**src/logic/ibrm_consts.svh**
```systemverilog
// constants for the isa buffer and request multiplexer
`ifndef IBRM_CONSTS_SVH
`define IBRM_CONSTS_SVH
`define IBRM_NUM_SLOTS     4
`define IBRM_SLOT_W        2
`define IBRM_ACK_W         3
`define IBRM_NUM_DACK      7
`define IBRM_DACK_IDLE     7'h7f
`define IBRM_STRAP_BIT_A   4
`define IBRM_STRAP_BIT_B   1
`define IBRM_BYTE_RST      8'h00
`endif

```
**src/logic/ibrm_pkg.sv**
```systemverilog
// types for the isa buffer and request multiplexer
package ibrm_pkg;
    typedef logic [3:0] ibrm_slot_vec_t;
    typedef logic [6:0] ibrm_dack_t;
endpackage : ibrm_pkg

```
**src/logic/ibrm_mux_if.sv**
```systemverilog
// interface between the top and the request multiplexer
`timescale 1ns/1ps
interface ibrm_mux_if;
    logic [3:0] src0;
    logic [3:0] src1;
    logic [3:0] src2;
    logic [3:0] src3;
    logic [1:0] slot;
    logic [3:0] req_mux;
    modport top (output src0, output src1, output src2, output src3,
                 output slot, input req_mux);
    modport mux (input src0, input src1, input src2, input src3,
                 input slot, output req_mux);
endinterface : ibrm_mux_if

```
**src/logic/ibrm_req_mux.sv**
```systemverilog
// four-slot time-shared request multiplexer
`timescale 1ns/1ps
module ibrm_req_mux (
    input  wire logic clk,
    input  wire logic nrst,
    ibrm_mux_if.mux   mif
);
    logic [3:0] req_mux_r;

    function automatic logic pick(input logic [3:0] v, input logic [1:0] s);
        pick = v[s];
    endfunction : pick

    // one registered bit per line, slot order fixed
    always_ff @(posedge clk) begin
        if (!nrst) begin
            req_mux_r <= 4'h0;
        end else begin
            req_mux_r[0] <= pick(mif.src0, mif.slot);
            req_mux_r[1] <= pick(mif.src1, mif.slot);
            req_mux_r[2] <= pick(mif.src2, mif.slot);
            req_mux_r[3] <= pick(mif.src3, mif.slot);
        end
    end
    assign mif.req_mux = req_mux_r;

    property p_slot_follow;
        @(posedge clk) disable iff (!nrst)
        nrst |=> req_mux_r[0] == $past(mif.src0[mif.slot]);
    endproperty
    a_slot_follow: assert property (p_slot_follow)
        else $error("req mux 0 not from selected slot");
    property p_mux3;
        @(posedge clk) disable iff (!nrst)
        nrst |=> req_mux_r[3] == $past(mif.src3[mif.slot]);
    endproperty
    a_mux3: assert property (p_mux3)
        else $error("req mux 3 not from selected slot");
endmodule : ibrm_req_mux

```
**src/logic/ibrm_top.sv**
```systemverilog
// isa bus buffer and request multiplexer, notebook mode strapped at reset release
`timescale 1ns/1ps
`include "ibrm_consts.svh"
module ibrm_top (
    input  wire logic       clk,
    input  wire logic       nrst,
    output logic            bus_reset_out,
    input  wire logic [3:0] irq_a,
    input  wire logic [3:0] irq_b,
    input  wire logic       rtc_irq_n,
    input  wire logic       irq15,
    input  wire logic [5:0] dma_req,
    input  wire logic       kbd_clock_phase,
    input  wire logic       kbd_clock_half,
    output logic [3:0]      req_mux,
    input  wire logic [2:0] encoded_ack_code,
    output logic [6:0]      dack_n,
    input  wire logic [7:0] buffer_in,
    output logic [7:0]      buffer_out,
    output logic            buffer_out_oe,
    output logic            buffer_out0_inv,
    input  wire logic       buffer_float_n,
    input  wire logic       buffer_latch,
    input  wire logic       rom_select_n,
    input  wire logic       rom_clock_cmd_select_n,
    input  wire logic       atbus_float_n,
    input  wire logic       atbus_cycle_flag,
    input  wire logic       mem_read_n,
    input  wire logic       mem_write_n,
    output logic            smem_read_n,
    output logic            smem_write_n,
    output logic            smem_oe,
    input  wire logic [7:0] sd_in,
    output logic [7:0]      sd_out,
    output logic            sd_oe,
    input  wire logic [7:0] peripheral_data_bus_in,
    output logic [7:0]      peripheral_data_bus_out,
    output logic            peripheral_data_bus_oe,
    input  wire logic       clock_addr_strobe,
    output logic [7:0]      clock_addr,
    input  wire logic       dram_we_or_kbd_select_n,
    input  wire logic       addr_enable,
    output logic            kbd_ctrl_select_n,
    output logic            nb_mode
);
    // irq_a = {irq7,irq3,irq1,irq14 order below}; see mapping in slot build
    // dma_req = {drq7,drq6,drq5,drq3,drq1,drq0}

    // ------------------------------------------------------------
    // reset drive and strap capture
    // ------------------------------------------------------------
    assign bus_reset_out = ~nrst;

    logic nb_mode_r;
    logic in_reset_r;
    always_ff @(posedge clk) begin
        if (!nrst) begin
            in_reset_r <= 1'b1;
            nb_mode_r  <= 1'b0;
        end else if (in_reset_r) begin
            in_reset_r <= 1'b0;
            nb_mode_r  <= ~peripheral_data_bus_in[`IBRM_STRAP_BIT_A] &
                          ~peripheral_data_bus_in[`IBRM_STRAP_BIT_B];
        end
    end
    assign nb_mode = nb_mode_r;

    // ------------------------------------------------------------
    // request multiplexing
    // ------------------------------------------------------------
    ibrm_mux_if mif ();
    // slot number from keyboard clock phases
    assign mif.slot = {kbd_clock_half, kbd_clock_phase};
    // irq_a = {irq7,irq3,irq1,irq14}, irq_b = {irq12,irq10,irq6,irq4}
    assign mif.src0 = {irq_a[0], irq_a[3], irq_a[2], irq_a[1]};
    assign mif.src1 = {irq_b[3], ~rtc_irq_n, irq_b[1], irq_b[0]};
    assign mif.src2 = {dma_req[0] | dma_req[3], 1'b0, irq15,
                       irq_b[2]};
    assign mif.src3 = {dma_req[5], dma_req[4], dma_req[2],
                       dma_req[1]};

    ibrm_req_mux ibrm_req_mux_inst (
        .clk  (clk),
        .nrst (nrst),
        .mif  (mif)
    );
    assign req_mux = mif.req_mux;

    // ------------------------------------------------------------
    // acknowledge decode
    // ------------------------------------------------------------
    function automatic ibrm_pkg::ibrm_dack_t dack_dec(input logic [2:0] c);
        dack_dec = `IBRM_DACK_IDLE;
        unique case (c)
            3'h0: dack_dec[0] = 1'b0;
            3'h1: dack_dec[1] = 1'b0;
            3'h2: dack_dec[2] = 1'b0;
            3'h3: dack_dec[3] = 1'b0;
            3'h5: dack_dec[4] = 1'b0;
            3'h6: dack_dec[5] = 1'b0;
            3'h7: dack_dec[6] = 1'b0;
            default: dack_dec = `IBRM_DACK_IDLE;
        endcase
    endfunction : dack_dec

    logic [6:0] dack_n_r;
    always_ff @(posedge clk) begin
        if (!nrst) begin
            dack_n_r <= `IBRM_DACK_IDLE;
        end else begin
            dack_n_r <= dack_dec(encoded_ack_code);
        end
    end
    assign dack_n = dack_n_r;

    // ------------------------------------------------------------
    // data buffer
    // ------------------------------------------------------------
    logic [7:0] buf_r;
    always_ff @(posedge clk) begin
        if (!nrst) begin
            buf_r <= `IBRM_BYTE_RST;
        end else if (buffer_latch) begin
            buf_r <= buffer_in;
        end
    end
    assign buffer_out      = buf_r;
    assign buffer_out_oe   = buffer_float_n;
    assign buffer_out0_inv = ~buf_r[0];

    // ------------------------------------------------------------
    // sd / xd path and memory strobes
    // ------------------------------------------------------------
    logic [7:0] sd_r;
    always_ff @(posedge clk) begin
        if (!nrst) begin
            sd_r <= `IBRM_BYTE_RST;
        end else begin
            sd_r <= peripheral_data_bus_in;
        end
    end
    assign sd_out = sd_r;
    assign sd_oe  = ~rom_select_n & atbus_float_n & nrst;
    assign peripheral_data_bus_out = `IBRM_BYTE_RST;
    assign peripheral_data_bus_oe  = 1'b0;

    logic smr_r;
    logic smw_r;
    always_ff @(posedge clk) begin
        if (!nrst) begin
            smr_r <= 1'b1;
            smw_r <= 1'b1;
        end else begin
            smr_r <= mem_read_n;
            smw_r <= mem_write_n;
        end
    end
    assign smem_read_n  = smr_r;
    assign smem_write_n = smw_r;
    assign smem_oe      = atbus_float_n;

    // ------------------------------------------------------------
    // clock address latch and keyboard select
    // ------------------------------------------------------------
    logic cas_d_r;
    logic [7:0] caddr_r;
    always_ff @(posedge clk) begin
        if (!nrst) begin
            cas_d_r <= 1'b0;
            caddr_r <= `IBRM_BYTE_RST;
        end else begin
            cas_d_r <= clock_addr_strobe;
            if (cas_d_r && !clock_addr_strobe) begin
                caddr_r <= peripheral_data_bus_in;
            end
        end
    end
    assign clock_addr = caddr_r;

    logic kcs_r;
    always_ff @(posedge clk) begin
        if (!nrst) begin
            kcs_r <= 1'b1;
        end else begin
            kcs_r <= dram_we_or_kbd_select_n | addr_enable;
        end
    end
    assign kbd_ctrl_select_n = kcs_r;

    // ------------------------------------------------------------
    // checks
    // ------------------------------------------------------------
    property p_rst;
        @(posedge clk) bus_reset_out == !nrst;
    endproperty
    a_rst: assert property (p_rst)
        else $error("bus reset not inverse of reset");
    property p_float;
        @(posedge clk) disable iff (!nrst) !buffer_float_n |-> !buffer_out_oe;
    endproperty
    a_float: assert property (p_float)
        else $error("buffer driven while floated");
    property p_at;
        @(posedge clk) disable iff (!nrst)
        !atbus_float_n |-> !smem_oe && !sd_oe;
    endproperty
    a_at: assert property (p_at)
        else $error("at bus driven while floated");
    property p_inv;
        @(posedge clk) buffer_out0_inv != buffer_out[0];
    endproperty
    a_inv: assert property (p_inv)
        else $error("inverted bit 0 wrong");
    property p_dack;
        @(posedge clk) disable iff (!nrst)
        encoded_ack_code == 3'h4 |=> dack_n == `IBRM_DACK_IDLE;
    endproperty
    a_dack: assert property (p_dack)
        else $error("ack asserted on invalid code");
    property p_dack1;
        @(posedge clk) disable iff (!nrst)
        nrst && encoded_ack_code == 3'h0
        |=> $countones(~dack_n) == 1 && !dack_n[0];
    endproperty
    a_dack1: assert property (p_dack1)
        else $error("ack channel 0 not alone");
    property p_dack5;
        @(posedge clk) disable iff (!nrst)
        nrst && encoded_ack_code == 3'h5 |=> dack_n == 7'h6f;
    endproperty
    a_dack5: assert property (p_dack5)
        else $error("ack channel 5 not alone");
    property p_dack7;
        @(posedge clk) disable iff (!nrst)
        nrst && encoded_ack_code == 3'h7 |=> dack_n == 7'h3f;
    endproperty
    a_dack7: assert property (p_dack7)
        else $error("ack channel 7 not alone");
    property p_rom;
        @(posedge clk) disable iff (!nrst)
        nrst && !rom_select_n && atbus_float_n
        |=> sd_out == $past(peripheral_data_bus_in);
    endproperty
    a_rom: assert property (p_rom)
        else $error("rom data not passed");
    property p_kcs;
        @(posedge clk) disable iff (!nrst) addr_enable |=> kbd_ctrl_select_n;
    endproperty
    a_kcs: assert property (p_kcs)
        else $error("kbd select without address enable");
    property p_latch;
        @(posedge clk) disable iff (!nrst)
        nrst && !buffer_latch |=> $stable(buffer_out);
    endproperty
    a_latch: assert property (p_latch)
        else $error("buffer changed without latch");
    property p_strap;
        @(posedge clk) disable iff (!nrst)
        nrst && $past(!nrst) |=> nb_mode == $past(
            !peripheral_data_bus_in[`IBRM_STRAP_BIT_A] &&
            !peripheral_data_bus_in[`IBRM_STRAP_BIT_B]);
    endproperty
    a_strap: assert property (p_strap)
        else $error("strap not captured at reset release");
    property p_nbhold;
        @(posedge clk) disable iff (!nrst)
        nrst && $past(nrst) |=> $stable(nb_mode);
    endproperty
    a_nbhold: assert property (p_nbhold)
        else $error("configuration changed outside reset");
    property p_cas;
        @(posedge clk) disable iff (!nrst)
        nrst && $past(nrst) && $fell(clock_addr_strobe)
        |=> clock_addr == $past(peripheral_data_bus_in);
    endproperty
    a_cas: assert property (p_cas)
        else $error("address not latched on strobe fall");
    property p_smem;
        @(posedge clk) disable iff (!nrst)
        nrst |=> smem_read_n == $past(mem_read_n) &&
                 smem_write_n == $past(mem_write_n);
    endproperty
    a_smem: assert property (p_smem)
        else $error("memory strobe not passed through");
    c_ack: cover property (@(posedge clk) dack_n[6] == 1'b0);
    c_rom: cover property (@(posedge clk) sd_oe);
    c_cas: cover property (@(posedge clk) $fell(clock_addr_strobe));
    c_nb: cover property (@(posedge clk) nb_mode);
    c_hold: cover property (@(posedge clk) nrst && !buffer_latch);
endmodule : ibrm_top

```
**config.mk**
```make
export PLATFORM = sky130hd
export DESIGN_NAME = ibrm_top
export DESIGN_NICKNAME = d
export VERILOG_FILES = /design/src/logic/ibrm_pkg.sv /design/src/logic/ibrm_mux_if.sv /design/src/logic/ibrm_req_mux.sv /design/src/logic/ibrm_top.sv
export VERILOG_INCLUDE_DIRS = /design/src /design/src/logic
export SDC_FILE = /design/constraint.sdc
export NUM_CORES = 1
export LEC_CHECK = 0
export BUFFER_PORTS_ARGS = -buffer_cell sky130_fd_sc_hd__clkbuf_2
export CORE_ASPECT_RATIO = 1.4
export CORE_MARGIN = 2
export CORE_UTILIZATION = 39
export DETAILED_ROUTE_END_ITERATION = 10
export PLACE_DENSITY = 0.89
export SYNTH_ARGS = -nofsm -noshare
export SYNTH_HDL_FRONTEND = slang
export SYNTH_SLANG_ARGS = --single-unit
```
**constraint.sdc**
```tcl
create_clock -name clk -period 1.1 [get_ports clk]
set_input_delay 0.22 -clock clk [delete_from_list [all_inputs] [get_ports clk]]
set_output_delay 0.22 -clock clk [all_outputs]
set_load 0.05 [all_outputs]
```
==> flow_results.org <==
** Clocking
- The H-tree was split into 2 levels.
- Clock tree synthesis found a total of 41 sinks.
- CTS Hold Bufs :: 0
- Clock insertion delay at the later pin of the skew report :: 0.28 ns
- Maximum clock path buffer count :: 2
- Post-cts repair resize count :: 27
- In this run the post-CTS setup repair buffer count came out at 0.
- After clock tree synthesis, the clock-pin slew on the worst setup and hold paths is 0.07 ns.
- TritonCTS built the clock tree.
- Number of clock buffers inserted by TritonCTS :: 5
- Root buffer cell :: sky130_fd_sc_hd__clkbuf_8

** Drt
- The count of nets left with antenna violations once routing finished came out at 0.
- TritonRoute pass-1 iters :: 4
- Dividing the detail-routed wire length by the instance count gives 11.8 µm.
- Count of vias placed by the detailed router :: 1,253
- Initial drt markers :: 6
- Routed WL :: 3250 µm
- Vias per std cell :: 4.56
- In the routed design, unresolved DRC markers number 0.

** Synth
- Cell type with the highest aggregate area in the netlist :: sky130_fd_sc_hd__dfxtp_1
- Counting flops and latches in the post-synthesis netlist gives 41.
- Most instantiated cells after synthesis :: sky130_fd_sc_hd__dfxtp_1 (41), sky130_fd_sc_hd__mux2i_1 (22), sky130_fd_sc_hd__nor2_1 (21), sky130_fd_sc_hd__buf_4 (13), sky130_fd_sc_hd__and2_1 (9)
- Register area share after synthesis :: 0.561
- Synth Instances :: 138
- Synth Area per Inst :: 10.6 µm²
- After synthesis, the largest family of logic cells by area is simple AND/OR/NAND/NOR gates.
- Synth Warn # :: 0
- Post-synthesis simple-gate area fraction :: 0.169
- Share of the synthesized area in the top cell type :: 0.561
- The netlist uses 21 different library cells.
- In the post-synthesis netlist, the biggest area contributors are sky130_fd_sc_hd__dfxtp_1 (56%), sky130_fd_sc_hd__mux2i_1 (15%), sky130_fd_sc_hd__buf_4 (6.7%).
- Number of synthesized flops with an enable pin :: 0
- Of the total synthesized cell area, the portion taken by full adders, half adders and majority gates is 0.
- The most common cell in the synthesized netlist is sky130_fd_sc_hd__dfxtp_1.
- The complex-gate fraction of the synthesized area is 0.0222.
- Counting flops with an async set or reset pin after synthesis yields a share of 0.
- Netlist area before placement :: 1460 µm²
- Multiplexer share of the synthesized area :: 0.151
- Among all flip-flop cells after synthesis, the most frequent one is sky130_fd_sc_hd__dfxtp_1.
- Xor and xnor area share after synthesis :: 0

** Final layout
- The number of antenna diodes in the final layout is 0.
- Layout cells sized above 1 :: 0.468
- Post-layout net count :: 290
- Synthesis-to-finish area growth :: 46.0%

** Die
- # rows :: 26
- Die Wd :: 55.8 µm
- Area of the core region :: 3610 µm²
- 111 I/O pins were placed.
- Height of the die :: 76.5 µm
- The floorplan step defined a die boundary enclosing 4260 µm².
- The initial utilization of the core area, before any placement, comes to 0.405.

** Power and ir drop
- Internal power comes to 2.52 mW.
- Power after layout :: 3.49 mW
- Power per cell area :: 1630 nW/µm²
- Leakage :: 1.06 nW
- Net switching power :: 0.967 mW
- Proportion of power drawn by the clock network :: 0.344
- The share of total power dissipated in combinational logic is 0.202.
- Of the total power, the share spent switching nets is 0.277.
- Of the total power, registers draw 0.454.
- Peak VDD IR :: 1280 µV

** Place
- Routability-driven placement finished with a final weighted congestion of 0.683.
- Placement-stage worst setup slack :: 0.0853 ns
- During placement, the flow inserted port buffers numbering 89.
- The HPWL after detailed placement is 2570 µm.

** Worst hold path
- Path type of the worst min-delay path :: input port to flop

** STA
- Maximum clock frequency :: 0.938 GHz
- Clock skew after layout :: 0.00394 ns
- Final setup slack of the worst path :: 0.0338 ns
- After routing, the total negative slack on setup checks comes to 0 ns.
- Setup violations remaining at the end of the flow were counted as 0.
- The smallest clock period supported by the final layout is computed as 1.07 ns.
- Final Cycle Share :: 0.969
- The number of pins exceeding their max-slew limit in the final report was 0.
- The number of hold violations in the final report is 0.

** Job
- Total of max-cap violations :: 0

** Global routing
- The number of antenna violations at the first check in global routing was 0.
- The first global-routing pass estimated 5170 µm of wire.
- Aggregate global routing overflow :: 0
- Vias in the first global route :: 1,185
- Entering global routing, the biggest net connects 13 pins.
- For this run, the total global-route usage over all layers was measured as 0.156.

** Worst setup path
- Family with the most delay on the worst path :: flip-flops
- Data on the critical path arrives at its endpoint at 0.85 ns.
- The largest single stage delay on the critical path is 0.31 ns.
- For the worst setup path, the data required time is 0.88 ns.
- Kind of critical path :: flop to output pin
- Startpoint types :: flop
- CP endpoint kind :: output pin
- Total buffers and inverters traversed by the critical path :: 1
- The critical path goes through buf_2.
- Of all nets on the critical path, the largest fanout is 1.
- Critical path's slowest cell :: sky130_fd_sc_hd__dfxtp_1

** Status
- Status :: completed
==> per-stage QoR <==
step / utilization / hold slack [ns] / cell area [µm²] / instances
floorplan: - / 0.292 / 1500 / 146
global placement: 0.531 / 0.397 / 1920 / 267
detailed placement: 0.531 / 0.406 / 1920 / 267
CTS: 0.584 / 0.104 / 2110 / 275
global route: 0.591 / 0.111 / 2140 / 275
finish: 0.591 / 0.114 / 2140 / 275
==> placed cells by master, fill, tap and decap left out <==
master,netlist,routed
sky130_fd_sc_hd__buf_2,2,5
sky130_fd_sc_hd__o21ai_0,1,1
sky130_fd_sc_hd__inv_2,1,2
sky130_fd_sc_hd__nand4_1,1,1
sky130_fd_sc_hd__nand2b_1,4,4
sky130_fd_sc_hd__and2_1,9,9
sky130_fd_sc_hd__nand2_1,6,6
sky130_fd_sc_hd__buf_4,13,19
sky130_fd_sc_hd__o32ai_1,1,1
sky130_fd_sc_hd__dfxtp_2,0,2
sky130_fd_sc_hd__nor2_1,21,20
sky130_fd_sc_hd__conb_1,1,9
sky130_fd_sc_hd__o22ai_1,3,3
sky130_fd_sc_hd__bufinv_16,0,1
sky130_fd_sc_hd__nor3b_1,1,1
sky130_fd_sc_hd__nand3_1,3,3
sky130_fd_sc_hd__clkbuf_8,0,7
sky130_fd_sc_hd__nor2_4,1,1
sky130_fd_sc_hd__nor2b_1,3,3
sky130_fd_sc_hd__clkbuf_2,0,49
sky130_fd_sc_hd__or3_1,1,1
sky130_fd_sc_hd__dfxtp_1,41,39
sky130_fd_sc_hd__clkbuf_4,0,21
sky130_fd_sc_hd__clkbuf_1,0,1
sky130_fd_sc_hd__buf_8,0,1
sky130_fd_sc_hd__nor2_2,0,1
sky130_fd_sc_hd__mux2i_1,22,22
==> power by group through the flow <==
stage | Sequential, mW | Clock [mW] | Combinational, mW
finish | 1.59 | 1.20 | 0.705
detailed placement | 1.62 | 0 | 0.666
floorplan | 1.86 | 0 | 0.271
CTS | 1.58 | 1.24 | 0.693
global route | 1.59 | 1.31 | 0.744
global placement | 1.61 | 0 | 0.657
==> per-layer routing <==
metal	vias up	GRT usage	part of all wire	routed length [µm]
met5	-	0	0	0
met4	0	0.0878	0.031	101
met3	11	0.0424	0.077	249
met2	67	0.277	0.54	1740
met1	562	0.162	0.36	1160
li1	613	-	-	-
==> sequential cells by signal (all words and copies together) (netlist names) <==
name and count:
cas_d_r 1, kbd_ctrl_select_n 1, clock_addr 8, in_reset_r 1, buffer_out 8, smem_read_n 1
ibrm_req_mux_inst.mif.req_mux 4, sd_out 8, nb_mode 1, dack_n 7, smem_write_n 1
==> worst paths after layout <==
kind	startpoint	endpoint	slack (ns)	cells after the start
worst max-delay path	smem_write_n$_SDFF_PN1_	smem_write_n	0.03	1
worst min-delay path	mem_write_n	smem_write_n$_SDFF_PN1_	0.11	2
worst max register to register	cas_d_r$_SDFF_PN0_	clock_addr[2]$_SDFFE_PN0P_	0.09	4
worst min register to register	clock_addr[6]$_SDFFE_PN0P_	clock_addr[6]$_SDFFE_PN0P_	0.50	2
==> cells by family (layout without fill, tap and decap cells) <==
group | Yosys count | after routing
compound gates | 5 | 5
buf+inv | 19 | 106
flops | 41 | 41
mux | 22 | 22
other cells | 1 | 9
simple gates | 50 | 50
==> cell type report <==
cell class / count / area (µm²)
Clock buffer: 7 / 86.3
Clock inverter: 1 / 30.0
Fill cell: 324 / 1480
Inverter: 2 / 7.51
Multi-Input combinational cell: 86 / 537
Sequential cell: 41 / 823
Tap cell: 42 / 52.6
Timing Repair Buffer: 96 / 599
Note: power is estimated with default switching activity, not from simulation.
